### config.mk
export PLATFORM = sky130hd
export DESIGN_NAME = serial_adc_frame_receiver
export DESIGN_NICKNAME = d
export VERILOG_FILES = /design/src/logic/adc_rx_pkg.sv /design/src/logic/serial_adc_frame_receiver.sv
export SDC_FILE = /design/constraint.sdc
export NUM_CORES = 1
export LEC_CHECK = 0
export BUFFER_PORTS_ARGS = -buffer_cell sky130_fd_sc_hd__buf_4
export CORE_MARGIN = 8
export CORE_UTILIZATION = 45
export DETAILED_ROUTE_END_ITERATION = 12
export PLACE_DENSITY = 0.63
export SYNTH_ARGS = -nofsm -noshare
export SYNTH_HDL_FRONTEND = slang
export SYNTH_SLANG_ARGS = --single-unit
### constraint.sdc
create_clock -name clock_i -period 3.99 [get_ports clock_i]
set_clock_uncertainty 0.15 [all_clocks]
set_input_delay 0.399 -clock clock_i [delete_from_list [all_inputs] [get_ports clock_i]]
set_output_delay 0.399 -clock clock_i [all_outputs]
set_load 0.05 [all_outputs]
### src/logic/adc_rx_pkg.sv
// Behaviour
// - port runs in continuous framed mode; there is no clock-stop mode.
// - port drives both frame sync and bit clock out to the converter.
// - each sample is a 16-bit word; first data bit one bit after frame sync.
// - frame sync comes from the internal sample-rate generator only.
// - full-speed targets are a 15 MHz bit clock and 200 kHz frame rate.
// - generator input clock is half the processor clock.
// - bit clock is generator input over divider field plus one; default 4.
// - frame period field holds period minus one; 74 gives 75 bit clocks.
// - a received word raises an interrupt; software waits for ready, reads word.
// - port runs once enabled; its receive interrupt also needs the control irq bit and mask bit 0, which resets to 0.
package adc_rx_pkg;

	localparam int unsigned ADDR_W         = 3;
	localparam int unsigned DATA_W         = 16;
	localparam int unsigned WORD_W         = 16;
	localparam int unsigned DIV_W          = 8;
	localparam int unsigned PER_W          = 12;

	////////////////////////////////////////////////////////////////////////////////
	// register map, word addresses
	localparam logic [2:0]  ADDR_CTRL      = 3'h0;
	localparam logic [2:0]  ADDR_DIV       = 3'h1;
	localparam logic [2:0]  ADDR_PERIOD    = 3'h2;
	localparam logic [2:0]  ADDR_DATA      = 3'h3;
	localparam logic [2:0]  ADDR_STATUS    = 3'h4;
	localparam logic [2:0]  ADDR_MASK      = 3'h5;

	// control bits
	localparam int unsigned CTRL_EN_BIT    = 0;
	localparam int unsigned CTRL_IRQ_BIT   = 1;
	localparam int unsigned CTRL_W         = 2;

	// status bits: sticky events low, ready level above them
	localparam int unsigned ST_WORD_BIT    = 0;
	localparam int unsigned ST_OVR_BIT     = 1;
	localparam int unsigned ST_RDY_BIT     = 2;
	localparam int unsigned EVT_W          = 2;

	// reset values
	localparam logic [7:0]  DIV_RST        = 8'h04;
	localparam logic [11:0] PERIOD_RST     = 12'h04a;
	localparam logic [1:0]  CTRL_RST       = 2'h0;
	localparam logic [1:0]  MASK_RST       = 2'h0;

	// framing: sync on bit 0, data starts one bit later
	localparam int unsigned FRAME_BIT      = 0;
	localparam int unsigned FIRST_DATA_BIT = 1;

	// generator input runs at half the processor clock
	localparam logic        GEN_LAST       = 1'b1;

	// nominal rates, informational
	localparam int unsigned CLOCK_HZ       = 40_000_000;
	localparam int unsigned BIT_CLOCK_HZ   = 15_000_000;
	localparam int unsigned FRAME_HZ       = 200_000;

endpackage : adc_rx_pkg

### src/logic/serial_adc_frame_receiver.sv
`timescale 1ns/100ps
module serial_adc_frame_receiver #(
	parameter int unsigned WORD_W = adc_rx_pkg::WORD_W,
	parameter int unsigned DIV_W  = adc_rx_pkg::DIV_W,
	parameter int unsigned PER_W  = adc_rx_pkg::PER_W
) (
	input  wire logic                            clock_i,
	input  wire logic                            reset_n_i,
	input  wire logic [adc_rx_pkg::ADDR_W-1:0]   addr_i,
	input  wire logic [adc_rx_pkg::DATA_W-1:0]   wr_data_i,
	input  wire logic                            wr_i,
	input  wire logic                            rd_i,
	output logic      [adc_rx_pkg::DATA_W-1:0]   rd_data_o,
	input  wire logic                            host_receive_data_i,
	output logic                                 host_receive_clock_o,
	output logic                                 host_receive_frame_o,
	output logic                                 irq_o
);

	localparam int unsigned DW = adc_rx_pkg::DATA_W;
	localparam int unsigned EW = adc_rx_pkg::EVT_W;
	localparam logic [PER_W-1:0] FIRST_BIT = PER_W'(adc_rx_pkg::FIRST_DATA_BIT);
	localparam logic [PER_W-1:0] LAST_BIT  = PER_W'(adc_rx_pkg::FIRST_DATA_BIT + WORD_W - 1);
	localparam logic [PER_W-1:0] SYNC_BIT  = PER_W'(adc_rx_pkg::FRAME_BIT);

	////////////////////////////////////////////////////////////////////////////////
	// register state

	logic [adc_rx_pkg::CTRL_W-1:0] ctrl_r;
	logic [DIV_W-1:0]              div_r;
	logic [PER_W-1:0]              per_r;
	logic [EW-1:0]                 mask_r;
	logic [EW-1:0]                 status_r;
	logic                          rdy_r;
	logic [WORD_W-1:0]             rx_data_r;

	logic enable;
	logic wr_ctrl;
	logic rd_data_hit;
	logic rd_status_hit;

	assign enable        = ctrl_r[adc_rx_pkg::CTRL_EN_BIT];
	assign wr_ctrl       = wr_i && (addr_i == adc_rx_pkg::ADDR_CTRL);
	assign rd_data_hit   = rd_i && (addr_i == adc_rx_pkg::ADDR_DATA);
	assign rd_status_hit = rd_i && (addr_i == adc_rx_pkg::ADDR_STATUS);

	always_ff @(posedge clock_i or negedge reset_n_i) begin
		if (!reset_n_i) begin
			ctrl_r <= adc_rx_pkg::CTRL_RST;
		end else if (wr_ctrl) begin
			ctrl_r <= wr_data_i[adc_rx_pkg::CTRL_W-1:0];
		end
	end

	always_ff @(posedge clock_i or negedge reset_n_i) begin
		if (!reset_n_i) begin
			div_r <= DIV_W'(adc_rx_pkg::DIV_RST);
			per_r <= PER_W'(adc_rx_pkg::PERIOD_RST);
			mask_r <= adc_rx_pkg::MASK_RST;
		end else if (wr_i) begin
			unique case (addr_i)
				adc_rx_pkg::ADDR_DIV: begin
					div_r <= wr_data_i[DIV_W-1:0];
				end
				adc_rx_pkg::ADDR_PERIOD: begin
					per_r <= wr_data_i[PER_W-1:0];
				end
				adc_rx_pkg::ADDR_MASK: begin
					mask_r <= wr_data_i[EW-1:0];
				end
				default: begin
				end
			endcase
		end
	end

	////////////////////////////////////////////////////////////////////////////////
	// data pin synchroniser

	logic [1:0] data_sync_r;
	logic       data_in;

	always_ff @(posedge clock_i or negedge reset_n_i) begin
		if (!reset_n_i) begin
			data_sync_r <= 2'h0;
		end else begin
			data_sync_r <= {data_sync_r[0], host_receive_data_i};
		end
	end

	assign data_in = data_sync_r[1];

	////////////////////////////////////////////////////////////////////////////////
	// sample-rate generator

	logic                gen_cnt_r;
	logic                gen_tick;
	logic [DIV_W-1:0]    tick_cnt_r;
	logic [DIV_W:0]      half_pt;
	logic                rise_evt;
	logic                fall_evt;

	// generator input is half the processor clock
	always_ff @(posedge clock_i or negedge reset_n_i) begin
		if (!reset_n_i) begin
			gen_cnt_r <= 1'b0;
		end else if (!enable) begin
			gen_cnt_r <= 1'b0;
		end else begin
			gen_cnt_r <= ~gen_cnt_r;
		end
	end

	assign gen_tick = enable && (gen_cnt_r == adc_rx_pkg::GEN_LAST);

	// bit period is divider plus one generator ticks
	always_ff @(posedge clock_i or negedge reset_n_i) begin
		if (!reset_n_i) begin
			tick_cnt_r <= '0;
		end else if (!enable) begin
			tick_cnt_r <= div_r;
		end else if (gen_tick) begin
			if (tick_cnt_r >= div_r) begin
				tick_cnt_r <= '0;
			end else begin
				tick_cnt_r <= tick_cnt_r + DIV_W'(1);
			end
		end
	end

	// high for the first half; divider must be at least one
	assign half_pt  = ({1'b0, div_r} + (DIV_W+1)'(1)) >> 1;
	assign rise_evt = gen_tick && (tick_cnt_r >= div_r);
	assign fall_evt = gen_tick && ({1'b0, tick_cnt_r} + (DIV_W+1)'(1) == half_pt);

	////////////////////////////////////////////////////////////////////////////////
	// bit counter, clock and frame outputs

	logic [PER_W-1:0] bit_cnt_r;
	logic [PER_W-1:0] bit_cnt_nxt;

	always_comb begin
		if (bit_cnt_r >= per_r) begin
			bit_cnt_nxt = '0;
		end else begin
			bit_cnt_nxt = bit_cnt_r + PER_W'(1);
		end
	end

	// parked at the last bit so the first edge opens a frame
	always_ff @(posedge clock_i or negedge reset_n_i) begin
		if (!reset_n_i) begin
			bit_cnt_r <= '0;
		end else if (!enable) begin
			bit_cnt_r <= per_r;
		end else if (rise_evt) begin
			bit_cnt_r <= bit_cnt_nxt;
		end
	end

	always_ff @(posedge clock_i or negedge reset_n_i) begin
		if (!reset_n_i) begin
			host_receive_clock_o <= 1'b0;
		end else if (!enable) begin
			host_receive_clock_o <= 1'b0;
		end else if (rise_evt) begin
			host_receive_clock_o <= 1'b1;
		end else if (fall_evt) begin
			host_receive_clock_o <= 1'b0;
		end
	end

	// free-running frames, never an external sync
	always_ff @(posedge clock_i or negedge reset_n_i) begin
		if (!reset_n_i) begin
			host_receive_frame_o <= 1'b0;
		end else if (!enable) begin
			host_receive_frame_o <= 1'b0;
		end else if (rise_evt) begin
			host_receive_frame_o <= (bit_cnt_nxt == SYNC_BIT);
		end
	end

	////////////////////////////////////////////////////////////////////////////////
	// receive shifter

	logic [WORD_W-1:0] shift_r;
	logic              in_word;
	logic              word_evt;

	assign in_word  = (bit_cnt_r >= FIRST_BIT) && (bit_cnt_r <= LAST_BIT);
	assign word_evt = enable && fall_evt && (bit_cnt_r == LAST_BIT);

	// converter moves data on the rising edge; sample at the falling one
	always_ff @(posedge clock_i or negedge reset_n_i) begin
		if (!reset_n_i) begin
			shift_r <= '0;
		end else if (enable && fall_evt && in_word) begin
			shift_r <= {shift_r[WORD_W-2:0], data_in};
		end
	end

	always_ff @(posedge clock_i or negedge reset_n_i) begin
		if (!reset_n_i) begin
			rx_data_r <= '0;
		end else if (word_evt) begin
			rx_data_r <= {shift_r[WORD_W-2:0], data_in};
		end
	end

	////////////////////////////////////////////////////////////////////////////////
	// ready flag, events and interrupt

	logic overrun_evt;

	assign overrun_evt = word_evt && rdy_r && !rd_data_hit;

	// set wins over the read that clears it
	always_ff @(posedge clock_i or negedge reset_n_i) begin
		if (!reset_n_i) begin
			rdy_r <= 1'b0;
		end else if (word_evt) begin
			rdy_r <= 1'b1;
		end else if (rd_data_hit) begin
			rdy_r <= 1'b0;
		end
	end

	always_ff @(posedge clock_i or negedge reset_n_i) begin
		if (!reset_n_i) begin
			status_r <= '0;
		end else begin
			status_r[adc_rx_pkg::ST_WORD_BIT] <= word_evt ||
				(status_r[adc_rx_pkg::ST_WORD_BIT] && !rd_status_hit);
			status_r[adc_rx_pkg::ST_OVR_BIT] <= overrun_evt ||
				(status_r[adc_rx_pkg::ST_OVR_BIT] && !rd_status_hit);
		end
	end

	always_ff @(posedge clock_i or negedge reset_n_i) begin
		if (!reset_n_i) begin
			irq_o <= 1'b0;
		end else begin
			irq_o <= enable && ctrl_r[adc_rx_pkg::CTRL_IRQ_BIT] && |(status_r & mask_r);
		end
	end

	////////////////////////////////////////////////////////////////////////////////
	// read port, data one cycle after the strobe

	logic [DW-1:0] rd_nxt;

	always_comb begin
		rd_nxt = '0;
		unique case (addr_i)
			adc_rx_pkg::ADDR_CTRL: begin
				rd_nxt = DW'(ctrl_r);
			end
			adc_rx_pkg::ADDR_DIV: begin
				rd_nxt = DW'(div_r);
			end
			adc_rx_pkg::ADDR_PERIOD: begin
				rd_nxt = DW'(per_r);
			end
			adc_rx_pkg::ADDR_DATA: begin
				rd_nxt = DW'(rx_data_r);
			end
			adc_rx_pkg::ADDR_STATUS: begin
				rd_nxt = DW'(status_r);
				rd_nxt[adc_rx_pkg::ST_RDY_BIT] = rdy_r;
			end
			adc_rx_pkg::ADDR_MASK: begin
				rd_nxt = DW'(mask_r);
			end
			default: begin
				rd_nxt = '0;
			end
		endcase
	end

	// unmapped addresses read zero; data only in the cycle after rd_i
	always_ff @(posedge clock_i or negedge reset_n_i) begin
		if (!reset_n_i) begin
			rd_data_o <= '0;
		end else if (rd_i) begin
			rd_data_o <= rd_nxt;
		end else begin
			rd_data_o <= '0;
		end
	end

endmodule : serial_adc_frame_receiver

# [Word-level counts from Yosys, hierarchy flattened]
# Cells that the tools add are included.
# Widths: inputs -> output; s select.
[word_totals] out_inout_bits=19 reg_bits=100 inputBits=24 elab_cells=79
[classes] n_mux=16 n_bitwise=2 n_reduce_logical=27 n_lt_le_gt_ge=4 add_sub_neg=4 n_eq_ne=10
[op_table] op="$pmux 16 s6" n=1
[op_table] op="$mux 12" n=3
[op_table] op="$mux 8" n=3
[op_table] op="$add 8x1->9 const B" n=2
[op_table] op="$logic_and 1x1->1" n=16
[op_table] op="$mux 16" n=1
[op_table] op="$add 12x1->12 const B" n=1
[op_table] op="$eq 12x5->1 const B" n=1
[op_table] op="$ge 12x1->1 const B" n=1
[op_table] op="$ge 12x12->1" n=1
[op_table] op="$le 12x5->1 const B" n=1
[op_table] op="$logic_not 12->1" n=1
[op_table] op="$eq 9x8->1" n=1
[op_table] op="$add 8x1->8 const B" n=1
[op_table] op="$ge 8x8->1" n=1
[op_table] op="$mux 1" n=8
[op_table] op="$eq 3x2->1 const B" n=2
[op_table] op="$eq 3x3->1 const B" n=2
[op_table] op="$reduce_and 2->1" n=3
[op_table] op="$ne 2x1->1 const B" n=2
[op_table] op="$eq 3x1->1 const B" n=1
[op_table] op="$logic_not 3->1" n=1
[op_table] op="$ne 3x1->1 const B" n=1
[op_table] op="$and 2x2->2" n=1
[op_table] op="other kinds (5)" n=7

# [Depth between registers and ports, before layout]
# Gate-level depths: netlist of run 1.
[depth] ltp_word=8 mapped_depth=11 depth_no_buf=9

# [Least setup slack after synthesis of run 1]
# No wires, ideal clock.
[synth_path] kind="register to register" from="register div_r[0]" to="register rx_data_r[0]" setup_slack_ps=1282 setup_time_ps=125 stages_incl_launch_ff=10 arrival_ps=2433 t_required_ps=3715 n_path_buf=1 period_less_slack_ps=2708 path_cell_list="dfrtp_1 > ha_1 > and3_1 > nand3_1 > xnor2_1 > xnor2_1 > nand4b_4 > nor4_4 > buf_6 > mux2_4"
[synth_via] elab_chain_cells=5
[synth_lines] item="start, declared" line="serial_adc_frame_receiver.sv:30" text="logic [DIV_W-1:0] div_r;"
[synth_lines] item="start signal, assigned" line="serial_adc_frame_receiver.sv:57" text="div_r <= DIV_W'(adc_rx_pkg::DIV_RST);"
[synth_lines] item="start signal, assigned" line="serial_adc_frame_receiver.sv:63" text="div_r <= wr_data_i[DIV_W-1:0];"
[synth_lines] item="$add 8x1->9" line="serial_adc_frame_receiver.sv:132" text="assign half_pt = ({1'b0, div_r} + (DIV_W+1)'(1)) >> 1;"
[synth_lines] item="$eq 9x8->1" line="serial_adc_frame_receiver.sv:134" text="assign fall_evt = gen_tick && ({1'b0, tick_cnt_r} + (DIV_W+1)'(1) == half_pt);"
[synth_lines] item="$logic_and 1x1->1" line="serial_adc_frame_receiver.sv:134"
[synth_lines] item="$logic_and 1x1->1 (2 in series)" line="serial_adc_frame_receiver.sv:192" text="assign word_evt = enable && fall_evt && (bit_cnt_r == LAST_BIT);"
[synth_lines] item="end signal, assigned" line="serial_adc_frame_receiver.sv:207" text="rx_data_r <= {shift_r[WORD_W-2:0], data_in};"
[synth_lines] item="end, declared" line="serial_adc_frame_receiver.sv:35" text="logic [WORD_W-1:0] rx_data_r;"
# Every way passes these cells.
# A chain may end at the register's enable or synchronous reset.

# [Worst setup path in the final report of run 1]
[layout_path] from="register div_r[4]" to="register bit_cnt_r[0]"
[layout_via] elab_chain_cells=3
[layout_lines] item="$ge 8x8->1" line="serial_adc_frame_receiver.sv:133" text="assign rise_evt = gen_tick && (tick_cnt_r >= div_r);"
[layout_lines] item="$logic_and 1x1->1" line="serial_adc_frame_receiver.sv:133"
[layout_lines] item="$ne 2x1->1 (no source line)"
[layout_lines] item="end signal, assigned" line="serial_adc_frame_receiver.sv:155" text="bit_cnt_r <= per_r;"
[layout_lines] item="end signal, assigned" line="serial_adc_frame_receiver.sv:157" text="bit_cnt_r <= bit_cnt_nxt;"
[layout_lines] item="end, declared" line="serial_adc_frame_receiver.sv:139" text="logic [PER_W-1:0] bit_cnt_r;"
# Every way passes these cells.

==> flow_summary.json, run 1 <==
{
  "ys_top_cells_by_count": "dfrtp_1, nand2_1, nor2_1, o21ai_0, mux2_2",
  "r2r_start": "div_r[4]$_DFFE_PN0P_",
  "dr.pass1.iters": 4,
  "drt_iter0_drc": 308,
  "fin_ws_ns": 1.148,
  "multi_input_area_mm2": 0.002794,
  "whs_ns": 0.1114,
  "finalWeightedCongestion": 0.8846,
  "syn_nets": 601,
  "critPathMaxFanout": 11,
  "synth-seq-cells": 100,
  "swShare_pct": 39.95,
  "grt_usage_pct": 16.47,
  "p_per_area_mw_per_mm2": 600.1,
  "fillCellCount": 1091,
  "initial_utilization_pct": 45.91,
  "ys_types": 53,
  "fin_crit_sh_pct": 71.22,
  "die_w_um": 126.5,
  "final_core_util_pct": 52.14,
  "hold_viol": 0,
  "num_vias": 4051,
  "insertion_delay_ns": 0.34,
  "clkTransAtPathRegs_ns": 0.07,
  "clock_sinks": 100,
  "seq_area_frac_synth_pct": 45.66,
  "cp.arrival_ns": 2.95,
  "cts_tree": "yes",
  "portBuffers": 38,
  "chipHeight_um": 126.5,
  "die-area_mm2": 0.01599,
  "setup_violations": 0,
  "grt_max_degree": 55,
  "coreArea_mm2": 0.01196,
  "cts-htree-levels": 3,
  "p_clk_share_pct": 23.0,
  "cp.required_ns": 4.10,
  "maxCapViolations": 0,
  "rsz0062_at_grt": "no",
  "yosysTopAreaCellShare_pct": 43.75,
  "ant_nets": 0,
  "row_count": 40,
  "ys_async_sr_fraction_pct": 100.0,
  "drt_wl_total_mm": 12.38,
  "hpwl_mm": 8.951,
  "syn_avg_cell_area_um2": 9.948,
  "worstSetupPathType": "reg -> reg",
  "drive_gt1_share_pct": 20.88,
  "r2r_cells": 10,
  "fin_crit_ns": 2.842,
  "holdPathEnd": "per_r[9]$_DFFE_PN0P_",
  "drc": 0,
  "hold_depth": 3,
  "synth_ff_type": "dfrtp_1",
  "cts_root_buf": "clkbuf_16",
  "cp-start-kind": "register",
  "max-vdd-ir-drop_v": 0.0002887,
  "leakage_nw": 2.971,
  "vias_per_cell": 5.504,
  "rrSetupSlack_ns": 1.15,
  "antennaDiodeCount": 0,
  "synth_cells": 552,
  "grt_pass1_vias": 4327,
  "total_power_mw": 3.743,
  "tns_ns": 0,
  "slew_headroom_pct": 45.21,
  "hold_path.class": "in -> reg",
  "yosysMostFrequentCell": "dfrtp_1",
  "yosysWarnings": 0,
  "p_sw_mw": 1.496,
  "antenna_found_initial": 0,
  "fmax_mhz": 351.9,
  "cts_inserted_buffers": 9,
  "seqCellArea_mm2": 0.002507,
  "hp-start": "wr_data_i[9]",
  "p_comb_share_pct": 37.9,
  "fin_nets": 633,
  "synth.area.top_cells": "dfrtp_1, mux2_2, ha_1",
  "yosysTopAreaCell": "dfrtp_1",
  "cts_setup_buffers": 0,
  "cp-end-kind": "register",
  "routedWlPerCell_um": 16.82,
  "syn_area_mm2": 0.005492,
  "status": "finished, final reports clean",
  "syn2layout_area_growth_pct": 13.58,
  "slew_violations": 0,
  "place_ws_ns": 1.145,
  "grt_pass1_wl_mm": 21.47,
  "p_int_mw": 2.248,
  "grt-ovfl-total": 0,
  "rr_endpoint": "bit_cnt_r[0]$_DFFE_PN0P_",
  "synth_edf_count": 0,
  "clockBufferDepth": 2,
  "tightest_slew_ns": 0.8188,
  "power_frac_seq_pct": 39.1,
  "ios": 43
}
cells in the final DEF (no fill, tap or decap), types with 2 or more instances in the layout:
cell type / synthesis / layout
dlygate4sd3_1: 0 / 2
mux2_4: 7 / 7
ha_1: 25 / 25
mux2_2: 32 / 32
nand3b_1: 3 / 3
nor4_4: 2 / 2
and3_1: 10 / 10
or3_1: 2 / 2
inv_8: 0 / 2
o21ai_0: 41 / 41
xor2_1: 4 / 4
dfrtp_1: 96 / 96
xnor2_1: 13 / 13
o41ai_1: 2 / 2
mux2i_1: 16 / 16
nor4_1: 6 / 6
nor3_1: 8 / 8
nand2_1: 52 / 52
dfstp_2: 4 / 4
and2_1: 7 / 7
buf_4: 1 / 47
a21o_1: 11 / 11
a31oi_1: 12 / 12
a21oi_1: 30 / 30
or2_2: 4 / 4
nor2_1: 47 / 47
clkbuf_16: 0 / 9
inv_6: 0 / 2
o22ai_1: 2 / 2
inv_1: 23 / 23
nand2b_1: 7 / 7
a22oi_1: 4 / 4
nor2b_1: 12 / 12
nand3_1: 14 / 14
nand4_1: 3 / 3
nand3_2: 2 / 2
o22a_1: 4 / 4
nor4b_1: 3 / 2
layout make-up:
cell class | instances | share of cell area [%]
timing repair buffer | 49 | 5.978
tap | 147 | 2.949
clock buffer | 10 | 3.831
sequential | 100 | 40.20
inverter | 23 | 1.384
clock inverter | 6 | 0.8626
multi-input combinational | 401 | 44.79
worst max path at each step:
stage | startpoint | endpoint | cells after the start
after floorplan | div_r[0]$_DFFE_PN0P_ | rx_data_r[0]$_DFFE_PN0P_ | 9
after global placement | div_r[0]$_DFFE_PN0P_ | rx_data_r[13]$_DFFE_PN0P_ | 9
after detailed placement | div_r[0]$_DFFE_PN0P_ | rx_data_r[12]$_DFFE_PN0P_ | 9
after CTS | bit_cnt_r[0]$_DFFE_PN0P_ | bit_cnt_r[11]$_DFFE_PN0P_ | 9
after global routing | div_r[4]$_DFFE_PN0P_ | bit_cnt_r[0]$_DFFE_PN0P_ | 10
final | div_r[4]$_DFFE_PN0P_ | bit_cnt_r[0]$_DFFE_PN0P_ | 10
power groups by stage:
stage	Clock, mW	Sequential (mW)	Combinational [mW]
floorplan	0	1.39	1.10
global placement	0	1.47	1.36
detailed placement	0	1.48	1.41
CTS	0.893	1.46	1.42
global route	0.932	1.50	1.61
finish	0.862	1.46	1.42
what timing repair did:
action | CTS | global route
hold endpoints to repair | 51 | 0
resized for setup | 0 | 0
hold buffers | 2 | 0
registers in the layout, summed over array words and instances (netlist names), 2 cells and up:
register     cells
rd_data_o       16
rx_data_r       16
shift_r         15
bit_cnt_r       12
per_r           12
div_r            8
tick_cnt_r       8
ctrl_r           2
data_sync_r      2
mask_r           2
status_r         2
critical path: stages (launching register included):
cell and delay, ns:
dfrtp_1 0.50, inv_1 0.10, ha_1 0.30, a21o_1 0.11, a21oi_1 0.06, nor2b_1 0.19
a2111oi_2 0.09, buf_4 0.19, nor2_1 0.65, nand3_1 0.20, a31oi_1 0.22
stage by stage:
step	cell area, µm²	cells
finish	6237	736
global route	6237	736
CTS	6237	736
detailed placement	5924	718
global placement	5924	718
floorplan	5492	552
cells by family after synthesis:
group	Yosys count	synth area share, %
buf+inv	51	3.691
mux	55	11.39
fa+ha+maj	25	5.696
simple gates	189	18.02
compound gates	113	12.24
xor+xnor	19	3.304
flops	100	45.66
layer usage:
layer  share of wire (%)  track usage, %  vias to the layer above  wire, µm
li1                    -               -                     2002         -
met1                  47           21.07                     1962      5776
met2                  48           27.61                       77      5908
met3                 4.5           2.933                       10       559
met4                 1.1           5.379                        0       140
met5                   0               0                        -         0
(Power assumes the default switching activity.)
==> run 2, diff against run 1 <==
==> constraint.sdc (replaced) <==
create_clock -name clock_i -period 2.7 [get_ports clock_i]
set_clock_uncertainty 0.15 [all_clocks]
set_input_delay 0.27 -clock clock_i [delete_from_list [all_inputs] [get_ports clock_i]]
set_output_delay 0.27 -clock clock_i [all_outputs]
set_load 0.05 [all_outputs]
==> run 2 against run 1 <==
  * Core utilization is 3.5 points higher
  * Clock power grew 46%
  * Register-to-register slack lost 1.1 ns
  * Sequential power grew 49%
  * Critical path depth increased by 1
  * Power rose by 57%
  * Non-clock buffer count up 31
  * Sequential share of layout area shrank 2.4 points
  * Critical path type unchanged
  * Final cell count rose by 4.2%
==> flow_summary.json, run 2 (synthesis gave the netlist of run 1 again) <==
{
  "status": "finished, final reports clean",
  "cp_slowest_stage_delay_ns": 0.47,
  "drt_wl_total_mm": 12.94,
  "hold_path.class": "in -> reg",
  "r2r_start": "div_r[0]$_DFFE_PN0P_",
  "slew_violations": 0,
  "clkTransAtPathRegs_ns": 0.07,
  "grt_usage_pct": 16.83,
  "cp-end-kind": "register",
  "grt_pass1_vias": 4384,
  "initial_utilization_pct": 45.91,
  "hold_depth": 3,
  "cp.required_ns": 2.77,
  "hold_viol": 0,
  "grt_pass1_wl_mm": 21.82,
  "leakage_nw": 3.135,
  "portBuffers": 38,
  "vias_per_cell": 5.462,
  "cts_root_buf": "clkbuf_16",
  "cp.arrival_ns": 2.72,
  "ios": 43,
  "dpl_cell_area_mm2": 0.006030,
  "fin_ws_ns": 0.05537,
  "antennaDiodeCount": 0,
  "insertion_delay_ns": 0.36,
  "fin_crit_ns": 2.645,
  "r2r_cells": 11,
  "row_count": 40,
  "wl_met3_um": 611,
  "p_per_area_mw_per_mm2": 881.0,
  "hp-start": "wr_data_i[7]",
  "rr_endpoint": "bit_cnt_r[10]$_DFFE_PN0P_",
  "tightest_slew_ns": 0.7100,
  "max-vdd-ir-drop_v": 0.0003337,
  "wl_met1_mm": 5.971,
  "slew_headroom_pct": 52.67,
  "dr.pass1.iters": 4,
  "cp-start-kind": "register",
  "die_w_um": 126.5,
  "final_core_util_pct": 55.68,
  "final_area_mm2": 0.006660,
  "fin_nets": 664,
  "chipHeight_um": 126.5,
  "drc": 0,
  "antenna_found_initial": 0,
  "fin_crit_sh_pct": 97.95,
  "rrSetupSlack_ns": 0.06,
  "reg_top3": "rd_data_o: 16 flops, rx_data_r: 16 flops, shift_r: 15 flops",
  "critPathMaxFanout": 8,
  "cts-htree-levels": 3,
  "rsz0062_at_grt": "yes",
  "drive_gt1_share_pct": 25.97,
  "cts_inserted_buffers": 9,
  "top_layer": "met4",
  "fmax_mhz": 378.1,
  "final_common_cell": "dfrtp_1",
  "setup_violations": 0,
  "grt_max_degree": 57,
  "ant_nets": 0,
  "total_power_mw": 5.867,
  "cts_tree": "yes",
  "finalWeightedCongestion": 0.8688,
  "clock_sinks": 100,
  "drt_iter0_drc": 290,
  "hpwl_mm": 9.001,
  "maxCapViolations": 0,
  "clockBufferDepth": 2,
  "holdPathEnd": "per_r[7]$_DFFE_PN0P_",
  "wl_met2_mm": 6.165,
  "die-area_mm2": 0.01599,
  "num_vias": 4189,
  "coreArea_mm2": 0.01196,
  "worstSetupPathType": "reg -> reg",
  "routedWlPerCell_um": 16.87,
  "place_ws_ns": -0.004686,
  "crit_chain": "buf_6 > ha_4 > nand2b_4 > a21o_1 > a21o_1 > a2111oi_4 > buf_6 > buf_12 > o41ai_1 > a22oi_1 > a21oi_1",
  "slowest_stage": "dfrtp_2",
  "final_cell_mix": "dfrtp_1, buf_4, nand2_1",
  "syn2layout_area_growth_pct": 21.28,
  "grt-ovfl-total": 0
}
run 2: cell types whose count changed in the layout (fill, tap and decap cells not counted), moves of 3 or more:
| cell | delta |
|---|---|
| dfrtp_2 | +6 |
| buf_12 | +3 |
| dlygate4sd3_1 | +9 |
| ha_1 | -3 |
| dfrtp_1 | -6 |
| buf_4 | +16 |
run 2: worst max-delay path by stage:
stage                              start                         to  cells after the start
floorplan           div_r[0]$_DFFE_PN0P_   rx_data_r[0]$_DFFE_PN0P_                      9
global placement    div_r[4]$_DFFE_PN0P_   bit_cnt_r[1]$_DFFE_PN0P_                     10
detailed placement  div_r[4]$_DFFE_PN0P_   bit_cnt_r[1]$_DFFE_PN0P_                     10
CTS                 div_r[0]$_DFFE_PN0P_     shift_r[0]$_DFFE_PN0P_                      9
global route        div_r[1]$_DFFE_PN0P_  rx_data_r[10]$_DFFE_PN0P_                     10
finish              div_r[0]$_DFFE_PN0P_  bit_cnt_r[10]$_DFFE_PN0P_                     11
run 2: timing repair:
action	in CTS	in global routing
hold buffers	11	0
gates resized for setup	1	24
pin swaps	0	10
gates cloned	0	1
buffers inserted	0	11
endpoints found under the setup margin	6	45
endpoints found under the hold margin	63	0
run 2: layout make-up:
cell class / count / area [µm²]
clock inverters: 6 / 52.55
clock buffers: 10 / 229.0
well taps: 147 / 183.9
flip-flops and latches: 100 / 2515
inverters: 23 / 86.33
multi-input cells: 401 / 2903
repair buffers: 80 / 690.7
fillers: 1053 / 5301
run 2: metal layers:
layer	global-route usage (%)	up-vias
met5	0	-
met4	5.591	0
met3	4.399	13
met2	26.73	82
met1	21.85	2030
li1	-	2064
run 2: metrics by stage:
stage,instances,hold slack [ns],setup TNS [ns]
finish,767,0.01532,0
global route,767,0.02445,-1.058
CTS,755,0.007312,0
detailed placement,728,0.1879,-0.009227
global placement,728,0.1811,0
floorplan,552,-0.1756,0
run 2: critical path, delay by kind of cell (launching register included):
family,cells,cell delay (ns)
AO/OA/AOI/OAI,6,1.07
adder cells (fa/ha/maj),1,0.23
buffers and inverters,3,0.45
flip-flops,1,0.47
AND/OR/NAND/NOR,1,0.13
run 2: power breakdown:
part | switching (mW) | internal [mW] | total (mW) | leakage [nW]
clock network | 0.612 | 0.644 | 1.26 | 0.137
logic | 1.29 | 1.15 | 2.44 | 1.71
registers | 0.420 | 1.75 | 2.17 | 1.28
